==> src/rtl/cmd_pkg.sv <==
// Shared constants and types for the serial command handler
package cmd_pkg;

  // ---------------------------------------------------------------
  // Timing
  // ---------------------------------------------------------------
  localparam int CLK_FREQ_MHZ = 100;
  localparam int NV_WRITE_TIME_US = 100000;
  localparam int NV_WRITE_CYCLES = NV_WRITE_TIME_US * CLK_FREQ_MHZ;
  localparam int HOLD_W = 24;

  // ---------------------------------------------------------------
  // Framing and buffering
  // ---------------------------------------------------------------
  localparam int DATA_BITS = 8;
  localparam int LINE_MAX = 16;
  localparam int LEN_W = 5;
  localparam int POS_DEST = 1;
  localparam int POS_CODE = 5;
  localparam int MIN_LEN = 7;
  localparam int FIFO_DEPTH = 16;
  localparam int REPLY_W = 9;

  // ---------------------------------------------------------------
  // Characters, addresses and command codes
  // ---------------------------------------------------------------
  localparam logic [7:0] CH_STAR = 8'h2A;
  localparam logic [7:0] CH_CR = 8'h0D;
  localparam logic [7:0] CH_EQ = 8'h3D;
  localparam logic [15:0] DEST_GLOBAL = 16'h3939;
  localparam logic [15:0] DEST_HOST = 16'h3030;
  localparam logic [15:0] CODE_NV_UNLOCK = 16'h4557;
  localparam logic [15:0] CODE_P_HOLD = 16'h5035;
  localparam logic [15:0] CODE_P_PER_HOLD = 16'h5036;
  localparam logic [15:0] CODE_T_HOLD = 16'h5135;
  localparam logic [15:0] CODE_T_PER_HOLD = 16'h5136;
  localparam logic [15:0] CODE_P_PER_CONT = 16'h5032;
  localparam logic [15:0] CODE_P_CONT = 16'h5034;
  localparam logic [15:0] CODE_P_BURST = 16'h5037;
  localparam logic [15:0] CODE_T_PER_CONT = 16'h5132;
  localparam logic [15:0] CODE_T_CONT = 16'h5134;

  typedef logic [LINE_MAX-1:0][7:0] line_t;

endpackage : cmd_pkg

==> src/rtl/byte_link.sv <==
// Byte stream between the command core and the serial port
`timescale 1ns/10ps
interface byte_link;
  logic txValid;
  logic txReady;
  logic [7:0] txData;
  logic rxValid;
  logic [7:0] rxData;
  modport core (output txValid, txData, input txReady, rxValid, rxData);
  modport phy (input txValid, txData, output txReady, rxValid, rxData);
endinterface : byte_link

==> src/rtl/reply_fifo.sv <==
// Reply character FIFO with valid/ready on both sides
`timescale 1ns/10ps
module reply_fifo #(
  parameter int WIDTH = 9,
  parameter int DEPTH = 16
) (
  // Clock and reset
  input wire logic mclk,
  input wire logic nrst,
  input wire logic flush,
  // Fill side
  input wire logic inValid,
  output logic inReady,
  input wire logic [WIDTH-1:0] inData,
  // Drain side
  output logic outValid,
  input wire logic outReady,
  output logic [WIDTH-1:0] outData
);
  // Pointers wrap naturally, so DEPTH must be a power of two
  localparam int AW = $clog2(DEPTH);

  typedef struct packed {
    logic [DEPTH-1:0][WIDTH-1:0] mem;
    logic [AW-1:0] wr;
    logic [AW-1:0] rd;
    logic [AW:0] count;
  } fifo_s;

  fifo_s s, n;
  logic push, pop;

  assign inReady = s.count != (AW+1)'(DEPTH);
  assign outValid = s.count != '0;
  assign outData = s.mem[s.rd];
  assign push = inValid && inReady;
  assign pop = outValid && outReady;

  always_comb begin
    n = s;
    if (push) begin
      n.mem[s.wr] = inData;
      n.wr = s.wr + 1'b1;
    end
    if (pop) begin
      n.rd = s.rd + 1'b1;
    end
    n.count = s.count + (AW+1)'(push) - (AW+1)'(pop);
    if (flush) begin
      n.wr = '0;
      n.rd = '0;
      n.count = '0;
    end
  end

  always_ff @(posedge mclk or negedge nrst) begin
    if (!nrst) begin
      s <= '0;
    end else begin
      s <= n;
    end
  end
endmodule : reply_fifo

==> src/rtl/serial_port.sv <==
// Asynchronous serial transmitter and receiver, 8N1
`timescale 1ns/10ps
module serial_port (
  // Clock and reset
  input wire logic mclk,
  input wire logic nrst,
  // Bit period in clock cycles
  input wire logic [15:0] baudDiv,
  // Line pins
  input wire logic rxPin,
  output logic txPin,
  // Byte stream
  byte_link.phy lnk
);
  import cmd_pkg::*;

  typedef enum logic [1:0] {B_IDLE, B_START, B_DATA, B_STOP} bit_e;

  typedef struct packed {
    logic rxMeta;
    logic rxSync;
    bit_e rxSt;
    logic [15:0] rxCnt;
    logic [3:0] rxBit;
    logic [7:0] rxShift;
    logic rxValid;
    bit_e txSt;
    logic [15:0] txCnt;
    logic [3:0] txBit;
    logic [7:0] txShift;
    logic txLine;
  } port_s;

  port_s s, n;

  assign txPin = s.txLine;
  assign lnk.txReady = s.txSt == B_IDLE;
  assign lnk.rxValid = s.rxValid;
  assign lnk.rxData = s.rxShift;

  // ---------------------------------------------------------------
  // Receive: sample mid-bit, stop bit must be high
  // ---------------------------------------------------------------
  always_comb begin
    n = s;
    n.rxValid = 1'b0;
    n.rxMeta = rxPin;
    n.rxSync = s.rxMeta;
    unique case (s.rxSt)
      B_IDLE: if (!s.rxSync) begin
        n.rxSt = B_START;
        n.rxCnt = baudDiv >> 1;
      end
      B_START: if (s.rxCnt == '0) begin
        n.rxSt = s.rxSync ? B_IDLE : B_DATA;
        n.rxCnt = baudDiv - 16'h0001;
        n.rxBit = '0;
      end else begin
        n.rxCnt = s.rxCnt - 16'h0001;
      end
      B_DATA: if (s.rxCnt == '0) begin
        n.rxShift = {s.rxSync, s.rxShift[7:1]};
        n.rxCnt = baudDiv - 16'h0001;
        n.rxBit = s.rxBit + 1'b1;
        if (s.rxBit == 4'(DATA_BITS - 1)) n.rxSt = B_STOP;
      end else begin
        n.rxCnt = s.rxCnt - 16'h0001;
      end
      B_STOP: if (s.rxCnt == '0) begin
        // Framing errors are dropped, not passed on
        n.rxSt = B_IDLE;
        n.rxValid = s.rxSync;
      end else begin
        n.rxCnt = s.rxCnt - 16'h0001;
      end
    endcase

    // -------------------------------------------------------------
    // Transmit: start, eight data bits, one stop bit, no parity
    // -------------------------------------------------------------
    unique case (s.txSt)
      B_IDLE: if (lnk.txValid) begin
        n.txShift = lnk.txData;
        n.txSt = B_START;
        n.txCnt = baudDiv - 16'h0001;
        n.txLine = 1'b0;
      end
      B_START: if (s.txCnt == '0) begin
        n.txSt = B_DATA;
        n.txLine = s.txShift[0];
        n.txCnt = baudDiv - 16'h0001;
        n.txBit = '0;
      end else begin
        n.txCnt = s.txCnt - 16'h0001;
      end
      B_DATA: if (s.txCnt == '0) begin
        n.txCnt = baudDiv - 16'h0001;
        n.txBit = s.txBit + 1'b1;
        n.txShift = s.txShift >> 1;
        n.txLine = s.txShift[1];
        if (s.txBit == 4'(DATA_BITS - 1)) begin
          n.txSt = B_STOP;
          n.txLine = 1'b1;
        end
      end else begin
        n.txCnt = s.txCnt - 16'h0001;
      end
      B_STOP: if (s.txCnt == '0) begin
        n.txSt = B_IDLE;
      end else begin
        n.txCnt = s.txCnt - 16'h0001;
      end
    endcase
  end

  always_ff @(posedge mclk or negedge nrst) begin
    if (!nrst) begin
      s <= '0;
      s.rxMeta <= 1'b1;
      s.rxSync <= 1'b1;
      s.txLine <= 1'b1;
    end else begin
      s <= n;
    end
  end
endmodule : serial_port

==> src/rtl/serial_cmd_handler.sv <==
// Daisy-chain serial command handler: framing, relay, replies, holdoff
`timescale 1ns/10ps

// What this block does
// - Characters are 8 data bits, no parity, one stop bit, both lines.
// - Only transmit and receive data pins; no modem handshake outputs.
// - Global command is forwarded down the loop before it executes.
// - Host sees a global command echoed, then its normal reply.
// - Unknown code addressed here is launched and aborts like any other; any reply comes from the executor.
// - Sample-and-hold commands store a value and send no reply.
// - Other valid commands reply, possibly seconds later.
// - Every reply frame starts with an asterisk.
// - A new command aborts any operation, including continuous output.
// - Continuous sending runs until another command stops it.
// - Power-up send mode may start continuous output without command.
// - During a nonvolatile write, own commands ignored; reply after.
// - During a nonvolatile write, traffic for others still relayed.
// - Reading a stored parameter causes no write holdoff.
// - Nonvolatile write needs an unlock command covering one string.
module serial_cmd_handler #(
  parameter int unsigned HOLD_CYCLES = cmd_pkg::NV_WRITE_CYCLES
) (
  // Clock and reset
  input wire logic mclk,
  input wire logic nrst,
  // Serial pins
  input wire logic rxPin,
  output logic txPin,
  // Configuration
  input wire logic [15:0] unitId,
  input wire logic [15:0] baudDiv,
  input wire logic powerUpSendMode,
  // Command towards the executor
  output logic cmdValid,
  output logic [15:0] cmdCode,
  output logic cmdWrite,
  output logic cmdGlobal,
  output cmd_pkg::line_t cmdLine,
  output logic [cmd_pkg::LEN_W-1:0] cmdLen,
  output logic abortOp,
  output logic contActive,
  output logic nvWriteStart,
  output logic nvBusy,
  // Reply characters from the executor
  input wire logic replyValid,
  output logic replyReady,
  input wire logic [7:0] replyData,
  input wire logic replyLast
);
  import cmd_pkg::*;

  typedef enum logic [2:0] {
    T_IDLE, T_RELAY, T_STAR, T_HEAD, T_PAYLOAD, T_DRAIN
  } tx_e;

  typedef struct packed {
    tx_e tx;
    line_t lineBuf;
    logic [LEN_W-1:0] lineLen;
    logic collecting;
    line_t fwdBuf;
    logic [LEN_W-1:0] fwdLen;
    logic fwdPend;
    logic [LEN_W-1:0] txIdx;
    logic execPend;
    line_t cmdLine;
    logic [LEN_W-1:0] cmdLen;
    logic [15:0] cmdCode;
    logic cmdWrite;
    logic cmdGlobal;
    logic cmdValid;
    logic unlocked;
    logic [HOLD_W-1:0] holdCnt;
    logic nvWriteStart;
    logic abortOp;
    logic contActive;
    logic dropReply;
    logic started;
  } state_s;

  state_s s, n;
  logic doExec, relayDone, lineDone, selfHit, globHit;
  logic [15:0] dest;
  logic fifoValid, fifoReady;
  logic [REPLY_W-1:0] fifoData;

  // ---------------------------------------------------------------
  // Helpers
  // ---------------------------------------------------------------
  function automatic logic [15:0] pairAt(input line_t b, input int p);
    return {b[p], b[p+1]};
  endfunction : pairAt

  function automatic logic hasEquals(input line_t b,
                                     input logic [LEN_W-1:0] len);
    logic hit;
    hit = 1'b0;
    for (int i = 0; i < LINE_MAX; i++) begin
      if (LEN_W'(i) < len && b[i] == CH_EQ) hit = 1'b1;
    end
    return hit;
  endfunction : hasEquals

  function automatic logic isSampleHold(input logic [15:0] c);
    return c == CODE_P_HOLD || c == CODE_P_PER_HOLD ||
           c == CODE_T_HOLD || c == CODE_T_PER_HOLD;
  endfunction : isSampleHold

  function automatic logic isContinuous(input logic [15:0] c);
    return c == CODE_P_PER_CONT || c == CODE_P_CONT ||
           c == CODE_P_BURST || c == CODE_T_PER_CONT || c == CODE_T_CONT;
  endfunction : isContinuous

  // ---------------------------------------------------------------
  // Serial port and reply buffer
  // ---------------------------------------------------------------
  byte_link lnk ();

  // Only the two data lines exist; no handshake pins are driven
  serial_port u_port (
    .mclk(mclk),
    .nrst(nrst),
    .baudDiv(baudDiv),
    .rxPin(rxPin),
    .txPin(txPin),
    .lnk(lnk.phy)
  );

  reply_fifo #(.WIDTH(REPLY_W), .DEPTH(FIFO_DEPTH)) u_fifo (
    .mclk(mclk),
    .nrst(nrst),
    .flush(s.abortOp),
    .inValid(replyValid),
    .inReady(replyReady),
    .inData({replyLast, replyData}),
    .outValid(fifoValid),
    .outReady(fifoReady),
    .outData(fifoData)
  );

  assign cmdValid = s.cmdValid;
  assign cmdCode = s.cmdCode;
  assign cmdWrite = s.cmdWrite;
  assign cmdGlobal = s.cmdGlobal;
  assign cmdLine = s.cmdLine;
  assign cmdLen = s.cmdLen;
  assign abortOp = s.abortOp;
  assign contActive = s.contActive;
  assign nvWriteStart = s.nvWriteStart;
  assign nvBusy = s.holdCnt != '0;

  // ---------------------------------------------------------------
  // Next state
  // ---------------------------------------------------------------
  always_comb begin
    n = s;
    n.cmdValid = 1'b0;
    n.abortOp = 1'b0;
    n.nvWriteStart = 1'b0;
    doExec = 1'b0;
    relayDone = 1'b0;
    lineDone = 1'b0;
    lnk.txValid = 1'b0;
    lnk.txData = 8'h00;
    fifoReady = 1'b0;
    if (s.holdCnt != '0) n.holdCnt = s.holdCnt - 1'b1;

    // Power-up mode is caught one cycle after reset release
    if (!s.started) begin
      n.started = 1'b1;
      n.contActive = powerUpSendMode;
    end

    // Transmit sequencer; relay has priority over replies
    unique case (s.tx)
      T_IDLE: begin
        if (s.fwdPend) begin
          n.tx = T_RELAY;
          n.txIdx = '0;
          n.fwdPend = 1'b0;
        end else if (fifoValid && s.holdCnt == '0 && !s.execPend &&
                     !s.abortOp) begin
          // Waiting on the executor may take seconds; no timeout
          n.tx = s.dropReply ? T_DRAIN : T_STAR;
        end
      end
      T_RELAY: begin
        lnk.txValid = 1'b1;
        lnk.txData = s.fwdBuf[s.txIdx[3:0]];
        if (lnk.txReady) begin
          n.txIdx = s.txIdx + 1'b1;
          if (s.txIdx == s.fwdLen - 1'b1) begin
            n.tx = T_IDLE;
            relayDone = 1'b1;
          end
        end
      end
      T_STAR: begin
        lnk.txValid = 1'b1;
        lnk.txData = CH_STAR;
        if (lnk.txReady) begin
          n.tx = T_HEAD;
          n.txIdx = '0;
        end
      end
      T_HEAD: begin
        lnk.txValid = 1'b1;
        unique case (s.txIdx[1:0])
          2'h0: lnk.txData = DEST_HOST[15:8];
          2'h1: lnk.txData = DEST_HOST[7:0];
          2'h2: lnk.txData = unitId[15:8];
          2'h3: lnk.txData = unitId[7:0];
        endcase
        if (lnk.txReady) begin
          n.txIdx = s.txIdx + 1'b1;
          if (s.txIdx[1:0] == 2'h3) n.tx = T_PAYLOAD;
        end
      end
      T_PAYLOAD: begin
        lnk.txValid = fifoValid;
        lnk.txData = fifoData[7:0];
        fifoReady = lnk.txReady;
        if (fifoValid && lnk.txReady && fifoData[8]) n.tx = T_IDLE;
      end
      T_DRAIN: begin
        fifoReady = 1'b1;
        if (fifoValid && fifoData[8]) n.tx = T_IDLE;
      end
      default: n.tx = T_IDLE;
    endcase

    // Global command runs only once its copy has left
    if (relayDone && s.execPend) begin
      n.execPend = 1'b0;
      doExec = s.holdCnt == '0;
    end

    // Line collector; an asterisk always restarts the line
    if (lnk.rxValid) begin
      if (lnk.rxData == CH_STAR) begin
        n.lineBuf[0] = CH_STAR;
        n.lineLen = LEN_W'(1);
        n.collecting = 1'b1;
      end else if (s.collecting) begin
        if (s.lineLen == LEN_W'(LINE_MAX)) begin
          // Overlong lines are dropped, never relayed
          n.collecting = 1'b0;
        end else begin
          n.lineBuf[s.lineLen[3:0]] = lnk.rxData;
          n.lineLen = s.lineLen + 1'b1;
          if (lnk.rxData == CH_CR) begin
            n.collecting = 1'b0;
            lineDone = 1'b1;
          end
        end
      end
    end

    dest = pairAt(n.lineBuf, POS_DEST);
    selfHit = dest == unitId;
    globHit = dest == DEST_GLOBAL;
    if (lineDone && n.lineLen > LEN_W'(MIN_LEN)) begin
      if (!selfHit) begin
        n.fwdBuf = n.lineBuf;
        n.fwdLen = n.lineLen;
        n.fwdPend = 1'b1;
      end
      if ((selfHit || globHit) && s.holdCnt == '0) begin
        n.cmdLine = n.lineBuf;
        n.cmdLen = n.lineLen;
        n.cmdCode = pairAt(n.lineBuf, POS_CODE);
        n.cmdWrite = hasEquals(n.lineBuf, n.lineLen);
        n.cmdGlobal = globHit;
        if (globHit) begin
          n.execPend = 1'b1;
          doExec = 1'b0;
        end else begin
          doExec = 1'b1;
        end
      end
    end

    // Launch: abort what runs, pick reply handling, gate writes
    if (doExec) begin
      n.cmdValid = 1'b1;
      n.abortOp = 1'b1;
      n.contActive = isContinuous(n.cmdCode);
      n.dropReply = isSampleHold(n.cmdCode);
      if (n.tx != T_RELAY) n.tx = T_IDLE;
      if (n.cmdWrite && s.unlocked) begin
        n.nvWriteStart = 1'b1;
        n.holdCnt = HOLD_W'(HOLD_CYCLES);
      end
      n.unlocked = n.cmdCode == CODE_NV_UNLOCK;
    end
  end

  always_ff @(posedge mclk or negedge nrst) begin
    if (!nrst) begin
      s <= '0;
    end else begin
      s <= n;
    end
  end
endmodule : serial_cmd_handler

==> config.mk <==
export PLATFORM = sky130hd
export DESIGN_NAME = serial_cmd_handler
export DESIGN_NICKNAME = d
export VERILOG_FILES = /design/src/rtl/cmd_pkg.sv /design/src/rtl/byte_link.sv /design/src/rtl/reply_fifo.sv /design/src/rtl/serial_port.sv /design/src/rtl/serial_cmd_handler.sv
export SDC_FILE = /design/constraint.sdc
export NUM_CORES = 1
export LEC_CHECK = 0
export ABC_AREA = 0
export BUFFER_PORTS_ARGS = -buffer_cell sky130_fd_sc_hd__buf_2
export CAP_MARGIN = 20
export CORE_MARGIN = 5
export CORE_UTILIZATION = 55
export DETAILED_ROUTE_END_ITERATION = 10
export PLACE_DENSITY_LB_ADDON = 0.1
export SLEW_MARGIN = 25
export SYNTH_ARGS = -nofsm -noshare
export SYNTH_HDL_FRONTEND = slang
export SYNTH_SLANG_ARGS = --single-unit
export TNS_END_PERCENT = 1
==> constraint.sdc <==
create_clock -name mclk -period 3.4 [get_ports mclk]
set_clock_uncertainty 0.1 [all_clocks]
set_input_delay 0.68 -clock mclk [delete_from_list [all_inputs] [get_ports mclk]]
set_output_delay 0.68 -clock mclk [all_outputs]
set_load 0.01 [all_outputs]
# == Word-level counts from Yosys, hierarchy flattened ==
# Cells that the tools add are included.
# word_totals
out_inout_bits,158
ff_bits,680
word_cells,382
in_bits,46
# classes
add_sub_neg,13
bitwise,1
n_lt_le_gt_ge,23
n_reduce_logical,71
mux,110
eq_ne,66
# ops
op,count
$mux 152,2
$mux 134,2
$eq 16x15->1 const B,10
$bwmux 144,1
$pmux 18 s4,2
$eq 8x6->1 const B,17
$mux 133,1
$bwmux 128,1
$mux 120,1
$mux 16,4
$sub 16x1->16 const B,3
$lt 4x5->1 const A,8
$mux 1,40
$bmux 9 s4,1
$demux 9 s4,1
$mux 18,2
$mux 3,12
$bmux 8 s4,1
$demux 8 s4,1
$logic_not 16->1,2
$pmux 8 s4,1
$logic_and 1x1->1,30
$mux 30,1
$mux 9,3
59 further kinds,137

# == Longest topological paths before layout ==
# Gate-level depths: netlist of the first run.
# logic_depth
word_depth,35
depth_mapped,15
depth_no_buf,13

# == Cells and area by module ==
# Synthesis of the first run repeated with hierarchy kept, for this count alone.
# hier_totals
hier_cells,3076
area_unflattened_um2,33751.1
# modules_own_cells
module,seq_area_each_um2,area_per_inst_um2,cells_each,n_inst
serial_cmd_handler,11461.0,21934.8,2115,1
reply_fifo,3928.8,7463.4,478,1
serial_port,1605.3,4352.9,483,1

# == Worst setup path before layout of the first run ==
# Ideal clock, no wire load.
# synth_timing
kind,register to register
from,"register u_port.s, in the netlist u_port.lnk.rxData[4]"
to,register s[6] (netlist name)
setup_ns,0.120
arrival_ns,3.034
synth_period_minus_slack_ns,3.253
path_stages_with_launch,13
required_ns,3.180
slack_ns,0.147
n_path_buf,3
path_cell_list,dfrtp_1 buf_6 nor4b_4 a2111oi_2 or4_1 a22oi_2 and3_1 and4b_1 buf_4 o21ai_2 or3_1 buf_2 and3_1
# synth_lines
item,line_no,source
from (decl),serial_port.sv:34,"port_s s, n;"
from (signal assigned),serial_port.sv:123,s <= n;
to (signal assigned),serial_cmd_handler.sv:302,s <= n;
to (decl),serial_cmd_handler.sv:81,"state_s s, n;"

# == Worst setup path after layout of the first run ==
# layout_timing
from,register s[324] (netlist name)
to,"register s, in the netlist cmdLine[4]"
# layout_between
elab_chain_cells,13
elab_cells_between_ends,24
cone_classes,1 x add/sub; 3 x order compare; 3 x eq/ne; 12 x mux; 5 x reduce/logical
# layout_lines
item,line_no,source
$lt 4x5->1 (not written as such) / $ge 4x1->1 (equally long branches),serial_cmd_handler.sv:249,n.lineBuf[s.lineLen[3:0]] = lnk.rxData;
$logic_and 1x1->1 (not written as such),serial_cmd_handler.sv:249,
$mux 8 (not written as such),serial_cmd_handler.sv:249,
$demux 8 s4,serial_cmd_handler.sv:249,
$bwmux 128,serial_cmd_handler.sv:249,
$mux 133,serial_cmd_handler.sv:245,if (s.lineLen == LEN_W'(LINE_MAX)) begin
$mux 134,serial_cmd_handler.sv:244,end else if (s.collecting) begin
$mux 120,serial_cmd_handler.sv:240,if (lnk.rxData == CH_STAR) begin
$mux 134,serial_cmd_handler.sv:239,if (lnk.rxValid) begin
$eq 16x16->1 / $eq 16x14->1 (equally long branches),"serial_cmd_handler.sv:260, serial_cmd_handler.sv:261",
$logic_or 1x1->1,serial_cmd_handler.sv:268,if ((selfHit || globHit) && s.holdCnt == '0) begin
$logic_and 1x1->1,serial_cmd_handler.sv:268,
$reduce_and 2->1 (no line),-,
# Several ways; a longest one is shown, not always the timed one.
# A chain may end at the register's enable or synchronous reset.

==> results_dict.tcl, run 1 <==
set metrics [dict create \
    io_pins 204 \
    multi_input_area_sq_um 13800 \
    io_buffers 203 \
    synth_cell_types 93 \
    worst_pin_slew_ns 0.8454 \
    numCtsBuffers 75 \
    syn2layout_area_growth_pct 16.16 \
    syn_area_sq_um 33110 \
    final.period_utilization 1.033 \
    yosys_warnings 0 \
    synth_area_leaders "dfrtp_1 (51%), mux4_2 (5.8%), mux2_2 (5.5%)" \
    drt_first_pass_iters 6 \
    critPathMaxStageDelay_ns 0.53 \
    rows 90 \
    ys_ff_latch 679 \
    grt_pass1_wl_um 147400 \
    crit_buf_inv 5 \
    htreeDepth 3 \
    fmax_mhz 284.7 \
    synth_area_per_cell_sq_um 10.81 \
    die_area_sq_um 65200 \
    cp_max_fo 7 \
    vdd_ir_drop_max_uv 418.9 \
    status "finished with violations" \
    power_density_nw_per_um2 616.5 \
    final-setup-viol-count 139 \
    violations "negative setup slack" \
    synth-edff-count 0 \
    clk_latency_ns 0.62 \
    routed-via-count 24430 \
    layout.area.seq_sq_um 17000 \
    yosysTopAreaCell "dfrtp_1" \
    critPathCaptureType "register" \
    synth_nets 3143 \
    syn_inst 3063 \
    drive_above_1_share 0.2751 \
    arrival_ns 3.90 \
    ant_nets 0 \
    layout_setup_ws_ns -0.1127 \
    cap_violations 0 \
    grt_usage 0.2865 \
    synth_common_cells "dfrtp_1 (676), nor2_1 (399), a21oi_1 (318), inv_1 (175), mux2_2 (163)" \
    cpLargestDelayFamily "compound AO/OA/AOI/OAI gates" \
    yosysMostFrequentCell "dfrtp_1" \
    grt_pass1_vias 24590 \
    antenna_found_initial 8 \
    relSlewSlack 0.4284 \
    wl_per_cell_um 23.35 \
    vias_per_cell 5.938 \
    fin_util 0.6407 \
    drtIter0Drc 2266 \
    cts_tree "yes" \
    fp.dieH_um 255.3 \
    postSynth.asyncResetShare 1.000 \
    cp_data_required_time_ns 3.79 \
    die_w_um 255.3 \
    crit_path_cell_trace "inv_2, ha_4, a21o_4, a2111oi_4, buf_4, buf_6, mux2i_1, a211oi_1, and3_1, and4b_2, nand2b_4, buf_12, buf_12, mux2_4" \
    crit_path_start_kind "register" \
    p_leak_nw 16.85 \
    placed_cells 3952 \
    rsz0062_at_grt "true" \
    clkTransAtPathRegs_ns 0.05 \
    start_util 0.5516 \
    gp_congestion 0.9718 \
    yosysTopAreaCellShare 0.5110 \
    fillCellCount 4827 \
    fin_nets 3352 \
    clock_sinks 679 \
    coreArea_sq_um 60020 \
    hold_viol_final 0 \
    drc_errors 0 \
    synth-seq-area-share 0.5133 \
    wl_um 96100 \
    crit_type "reg -> reg" \
    slowest_stage "a2111oi_4" \
    cts_root_buf "clkbuf_16" \
    slew_viol_final 0 \
    layout.cells.non_filler 4115 \
    period_needed_ns 3.513 \
    synth_ff_type "dfrtp_1" \
    hold_class "in -> reg" \
    hpwl_um 67320 \
    gr-total-overflow 0 \
    grt_max_degree 108 \
    hold_slack_ns 0.06951 \
    cp_common_cell "buf_12" \
    clockBufferDepth 3 \
]
## cells in the final DEF, fill, tap and decap left out, drive strengths merged, types with 15 or more instances in the layout
cell type,n
a211oi,15
or3,17
a22o,19
nor3,46
ha,33
mux4,85
a22oi,15
nor2b,26
nand3,36
nor4,22
dfrtp,676
or4,16
mux2,170
xor2,33
buf,450
clkbuf,107
o21ai,101
o22ai,28
xnor2,47
nand4,24
nand2,135
inv,182
nand2b,20
mux2i,113
a21oi,319
nor2,400
## layer usage
layer	part of all wire	global-route usage
met1	0.44	0.4161
met2	0.47	0.4564
met3	0.066	0.04275
met4	0.027	0.08337
met5	0	0
## timing repair
action | in CTS | in global routing
hold buffers | 1 | 0
endpoints found under the hold margin | 41 | 0
gates cloned | 2 | 3
pin swaps | 9 | 18
setup buffers | 8 | 12
gates resized for setup | 27 | 59
setup endpoints to repair | 167 | 214
## logic make-up (layout without fill, tap and decap cells)
logic type,after synthesis,after routing,share of synthesized area
xor+xnor,80,80,0.02116
compound gates,578,578,0.1032
other cells,1,8,0.0001133
simple gates,821,822,0.1188
buf+inv,502,764,0.08050
fa+ha+maj,34,34,0.01308
mux,368,368,0.1498
flops,679,679,0.5133
## where the power goes
group	switching, W	internal [W]
clock	0.00340	0.00493
combinational	0.00268	0.00265
sequential	0.000779	0.00926
## final timing paths
path / start / to / slack, ns / cells after the start
max in group asynchronous: nrst / u_port.s[49] / 1.53 / 3
min reg2reg: u_port.n[62] / u_port.s[62] / 0.26 / 0
max reg2reg: s[324] / cmdLine[4] / -0.11 / 14
min in group asynchronous: nrst / cmdLine[45] / 0.55 / 2
min: rxPin / u_port.n[62] / 0.07 / 1
max: s[324] / cmdLine[4] / -0.11 / 14
## per-stage QoR
stage	TNS, ns	total power [W]	setup slack (ns)	area [sq um]
final	-5.830	0.02371	-0.1127	38460
after global routing	-14.56	0.02482	-0.1484	38460
after CTS	0	0.02377	0.001893	38060
after global placement	-3.610	0.01510	-0.2089	35220
after detailed placement	-10.16	0.01542	-0.2383	35240
after floorplan	0	0.01379	0.1466	33110
## registers in the layout (all words and copies together) (netlist names), 5 cells and up, named ones only
register	count
u_port.lnk.rxData	8
s	304
cmdCode	16
cmdLen	5
u_port.s	52
cmdLine	128
u_fifo.s	157
## layout make-up
cell class | count | area share
diodes | 7 | 0.0004555
clock buffers | 105 | 0.05619
clock inverters | 26 | 0.009826
inverters | 179 | 0.01747
multi-input cells | 1883 | 0.3587
flip-flops and latches | 679 | 0.4420
well taps | 782 | 0.02544
repair buffers | 454 | 0.08983
(Power assumes the default switching activity.)
==> run 2, diff against run 1 <==
- ABC_AREA: 0 -> default
- SKIP_LAST_GASP: default -> 1
==> results_dict.tcl, run 2 (same netlist as run 1, synthesis figures left out) <==
set metrics [dict create \
    status "finished with violations" \
    violations "negative setup slack" \
    rsz0062_at_grt "true" \
    layout_common_cells "dfrtp_1 (674), nor2_1 (397), a21oi_1 (315)" \
    grt_pass1_wl_um 147400 \
    power_density_nw_per_um2 618.7 \
    critPathCaptureType "register" \
    start_util 0.5516 \
    hold_class "in -> reg" \
    cap_violations 0 \
    power.internal_w 0.01684 \
    holdPathStages 1 \
    grt_max_degree 108 \
    cp_max_fo 14 \
    use_met2 0.4564 \
    switchingPower_w 0.006843 \
    clock_sinks 679 \
    drt_first_pass_iters 6 \
    crit_path_start_kind "register" \
    drtIter0Drc 2224 \
    die_area_sq_um 65200 \
    die_w_um 255.3 \
    hold_viol_final 0 \
    ant_nets 0 \
    final_common_cell "dfrtp_1" \
    largest_register_ffs 304 \
    combPwrFrac 0.225 \
    relSlewSlack 0.4686 \
    fin_nets 3352 \
    layout.cells.non_filler 4115 \
    arrival_ns 3.84 \
    r2r_slack_ns -0.04 \
    p_seq_frac 0.424 \
    slew_viol_final 0 \
    met3_usage 0.04275 \
    final.period_utilization 1.010 \
    rows 90 \
    crit_type "reg -> reg" \
    period_needed_ns 3.435 \
    io_pins 204 \
    wl_per_cell_um 23.28 \
    regMostFlops "s" \
    final-setup-viol-count 55 \
    grt-busiest-layer "met2" \
    fp.dieH_um 255.3 \
    coreArea_sq_um 60020 \
    fmax_mhz 291.1 \
    clockPowerShare 0.351 \
    hpwl_um 67320 \
    grt_util_met1 0.4162 \
    dpl_cell_area_sq_um 35240 \
    drc_errors 0 \
    htreeDepth 3 \
    syn2layout_area_growth_pct 15.61 \
    slowest_stage "or4b_2" \
    grt_pass1_vias 24600 \
    cts_root_buf "clkbuf_16" \
    rr_worst_depth 10 \
    layout_setup_ws_ns -0.03502 \
    p_leak_nw 16.82 \
    gr-total-overflow 0 \
    vdd_ir_drop_max_uv 418.9 \
    wl_um 95800 \
    placed_cells 3952 \
    cp_common_cell "or3_1" \
    numCtsBuffers 75 \
    grt_usage 0.2866 \
    worst_pin_slew_ns 0.7923 \
    gp_congestion 0.9718 \
    clockBufferDepth 3 \
    critPathMaxStageDelay_ns 0.68 \
    cp_data_required_time_ns 3.81 \
    antenna_found_initial 8 \
    io_buffers 203 \
    clkTransAtPathRegs_ns 0.07 \
    routed-via-count 24330 \
    drive_above_1_share 0.2676 \
    cts_tree "yes" \
    crit_path_cell_trace "nand4b_1, or4b_2, or3_1, or3_1, o311ai_0, nand3_1, nand2b_4, bufbuf_16, nor2b_1, nor2_1" \
    clk_latency_ns 0.62 \
    final_cell_area_sq_um 38280 \
    vias_per_cell 5.913 \
    swShare 0.2889 \
]
==> run 2: changes by cell type in the layout (fill, tap and decap cells not counted), moves of 3 or more <==
cell,change
a21oi_1,+3
buf_8,-3
nor2b_1,+4
nor2b_2,-4
mux2_1,+6
buf_6,-9
mux2_4,-6
buf_4,+12
a21oi_2,-3
==> run 2: cell type report <==
class / count / area, sq um
Clock buffer: 105 / 2161
Tap cell: 782 / 978.4
Sequential cell: 679 / 17000
Clock inverter: 26 / 377.9
Timing Repair Buffer: 454 / 3396
Multi-Input combinational cell: 1883 / 13680
Fill cell: 4841 / 21740
Inverter: 179 / 671.9
Antenna cell: 7 / 17.52
==> run 2: per-layer routing <==
metal,vias to the layer above,share of wire
li1,10960,-
met1,12400,0.44
met2,836,0.47
met3,145,0.065
met4,0,0.026
met5,-,0
==> run 2: stage by stage <==
| stage | setup TNS (ns) | hold WS (ns) | utilization | total power [W] | setup slack [ns] |
|---|---|---|---|---|---|
| floorplan | 0 | 0.2452 | - | 0.01379 | 0.1466 |
| global placement | -3.610 | 0.2739 | 0.5869 | 0.01510 | -0.2089 |
| detailed placement | -10.16 | 0.2776 | 0.5871 | 0.01542 | -0.2383 |
| CTS | -0.3129 | 0.03769 | 0.6338 | 0.02377 | -0.03273 |
| global route | -21.06 | 0.05155 | 0.6377 | 0.02482 | -0.1320 |
| finish | -0.8071 | 0.06611 | 0.6377 | 0.02368 | -0.03502 |
==> run 2: critical path, delay by kind of cell (launching register included) <==
family | cells | cell delay (ns)
AOI/OAI and AO/OA | 1 | 0.11
and+or+nand+nor | 8 | 2.38
DFF | 1 | 0.38
buffers and inverters | 1 | 0.34
==> run 2: what timing repair did <==
action                     CTS  global route
resized for setup           21            18
cloned                       2             3
setup buffers                8            11
pin swaps                    6            10
setup endpoints to repair  167           256
hold endpoints to repair    41             0
hold buffers                 1             0
==> run 2: power by group through the flow <==
| stage | Combinational [W] | Clock (W) | Sequential [W] |
|---|---|---|---|
| 2_1_floorplan | 0.00390 | 0 | 0.00989 |
| 3_3_place_gp | 0.00506 | 0 | 0.0100 |
| 3_5_place_dp | 0.00527 | 0 | 0.0102 |
| 4_1_cts | 0.00529 | 0.00846 | 0.0100 |
| 5_1_grt | 0.00584 | 0.00880 | 0.0102 |
| 6_report | 0.00532 | 0.00832 | 0.0100 |
==> run 2: final timing paths <==
check / startpoint / end
min in group asynchronous: nrst / cmdLine[55]
max in group asynchronous: nrst / u_port.s[49]
hold / removal: rxPin / u_port.n[62]
setup reg to reg: s[337] / cmdLine[55]
setup / recovery: s[337] / cmdLine[55]
hold reg to reg: u_port.n[62] / u_port.s[62]
==> run 3, diff against run 2 <==
- CORE_UTILIZATION: 55 -> 25
==> results_dict.tcl, run 3 (same netlist as run 1, synthesis figures left out) <==
set metrics [dict create \
    clock_sinks 679 \
    ant_nets 0 \
    regMostFlops "s" \
    clockBufferDepth 3 \
    antenna_found_initial 24 \
    coreArea_sq_um 131500 \
    drive_above_1_share 0.3009 \
    numCtsBuffers 83 \
    fillCellCount 13510 \
    gr-total-overflow 0 \
    layout_common_cells "dfrtp_1 (672), nor2_1 (396), a21oi_1 (301)" \
    fmax_mhz 289.7 \
    critPathCaptureType "register" \
    cts_tree "yes" \
    drc_errors 0 \
    r2r_slack_ns -0.05 \
    gp_congestion 0.8540 \
    cp_max_fo 7 \
    crit_path_start_kind "register" \
    layout.area.seq_sq_um 17000 \
    crit_path_cell_trace "buf_6, nor4bb_4, buf_12, a2111oi_4, buf_4, buf_6, or3_4, or3_4, o311ai_4, nand3_1, buf_6, nand2b_4, buf_12, buf_12, clkbuf_16, a21oi_2" \
    report.power.total_w 0.02440 \
    crit_start "u_port.lnk.rxData[2]" \
    layout_setup_ws_ns -0.05136 \
    r2r-end "cmdLine[122]" \
    grt_pass1_wl_um 171300 \
    violations "negative setup slack" \
    grt_pass1_vias 25180 \
    arrival_ns 3.89 \
    period_needed_ns 3.451 \
    grt_max_degree 76 \
    clkTransAtPathRegs_ns 0.06 \
    slowest_stage "or3_4" \
    dpl_cell_area_sq_um 36850 \
    routed-via-count 24350 \
    rows 133 \
    largest_register_ffs 304 \
    htreeDepth 3 \
    hpwl_um 84220 \
    io_pins 204 \
    fin_nets 3438 \
    vias_per_cell 4.692 \
    multi_input_area_sq_um 13990 \
    rr_worst_depth 16 \
    cpLargestDelayFamily "simple AND/OR/NAND/NOR gates" \
    final_cell_area_sq_um 40970 \
    final_common_cell "dfrtp_1" \
    drtIter0Drc 1644 \
    die_w_um 373.9 \
    p_leak_nw 17.51 \
    drt_first_pass_iters 5 \
    hp-start "u_port.n[62]" \
    vdd_ir_drop_max_uv 380.3 \
    fp.dieH_um 373.9 \
    io_buffers 203 \
    hold_class "reg -> reg" \
    critPathMaxStageDelay_ns 0.41 \
    final-setup-viol-count 77 \
    grt_usage 0.1627 \
    die_area_sq_um 139800 \
    r2r-start "u_port.lnk.rxData[2]" \
    wl_um 119200 \
    start_util 0.2518 \
    power_density_nw_per_um2 595.6 \
    min_to "u_port.s[62]" \
    cap_violations 0 \
    worstSetupPathDepth 16 \
    holdPathStages 0 \
    fin_util 0.3116 \
    crit_buf_inv 8 \
    status "finished with violations" \
    final.period_utilization 1.015 \
    relSlewSlack 0.4740 \
    worst_pin_slew_ns 0.7889 \
    hold_viol_final 0 \
    slew_viol_final 0 \
    wl_per_cell_um 22.97 \
    cp_data_required_time_ns 3.84 \
    syn2layout_area_growth_pct 23.74 \
    rsz0062_at_grt "true" \
    clk_latency_ns 0.69 \
    cts_root_buf "clkbuf_16" \
    crit_type "reg -> reg" \
]
==> run 3: changes by cell type in the layout (fill, tap and decap cells not counted), moves of 11 or more <==
cell       previous run  this run
buf_6                 2        30
a21oi_2               3        15
buf_4               214       248
clkinv_2              9        20
clkbuf_16            78        99
a21oi_1             315       301
==> run 3: how the worst max path moves through the flow <==
stage	end	slack, ns
2_1_floorplan	s[6]	0.15
3_3_place_gp	s[14]	-0.48
3_5_place_dp	s[20]	-0.44
4_1_cts	cmdLine[108]	-0.07
5_1_grt	s[20]	-0.15
6_report	cmdLine[122]	-0.05
==> run 3: metal layers <==
layer | up-vias | track usage | wire length [um]
li1 | 11160 | - | -
met1 | 12450 | 0.2226 | 55090
met2 | 554 | 0.2525 | 53710
met3 | 185 | 0.03288 | 6023
met4 | 2 | 0.06606 | 4397
met5 | - | 0 | 7
==> run 3: what timing repair did <==
action,4_1_cts,5_1_grt
endpoints found under the hold margin,41,0
resized for setup,44,94
endpoints found under the setup margin,289,268
buffers inserted,22,16
cloned,2,18
pin swaps,19,39
hold buffers,2,0
==> run 3: report_power, final <==
group	switching (W)	leakage, nW	internal (W)	total [W]
clock	0.00374	1.35	0.00522	0.00895
sequential	0.000737	7.74	0.00927	0.0100
combinational	0.00281	8.43	0.00263	0.00544
==> run 3: final cells by class <==
class	count	area share
Inverter	179	0.01640
Clock buffer	118	0.05708
Clock inverter	35	0.009835
Sequential cell	679	0.4150
Antenna cell	9	0.0005498
Tap cell	1755	0.05360
Multi-Input combinational cell	1883	0.3416
Timing Repair Buffer	532	0.1060
==> run 3: worst register-to-register path: stages (launching register included) <==
cell       delay [ns]
dfrtp_1          0.40
buf_6            0.13
nor4bb_4         0.34
buf_12           0.16
a2111oi_4        0.10
buf_4            0.19
buf_6            0.13
or3_4            0.34
or3_4            0.41
o311ai_4         0.09
nand3_1          0.13
buf_6            0.15
nand2b_4         0.10
buf_12           0.15
buf_12           0.16
clkbuf_16        0.20
a21oi_2          0.06
==> run 3: metrics by stage <==
stage          hold slack, ns  instances  TNS, ns  setup slack (ns)
2_1_floorplan          0.2452       3063        0            0.1466
3_3_place_gp           0.2468       4971   -35.48           -0.4784
3_5_place_dp           0.2507       4971   -34.96           -0.4434
4_1_cts                0.1965       5149   -3.219          -0.06696
5_1_grt                0.2627       5188   -23.02           -0.1537
6_report               0.2571       5190   -1.602          -0.05136
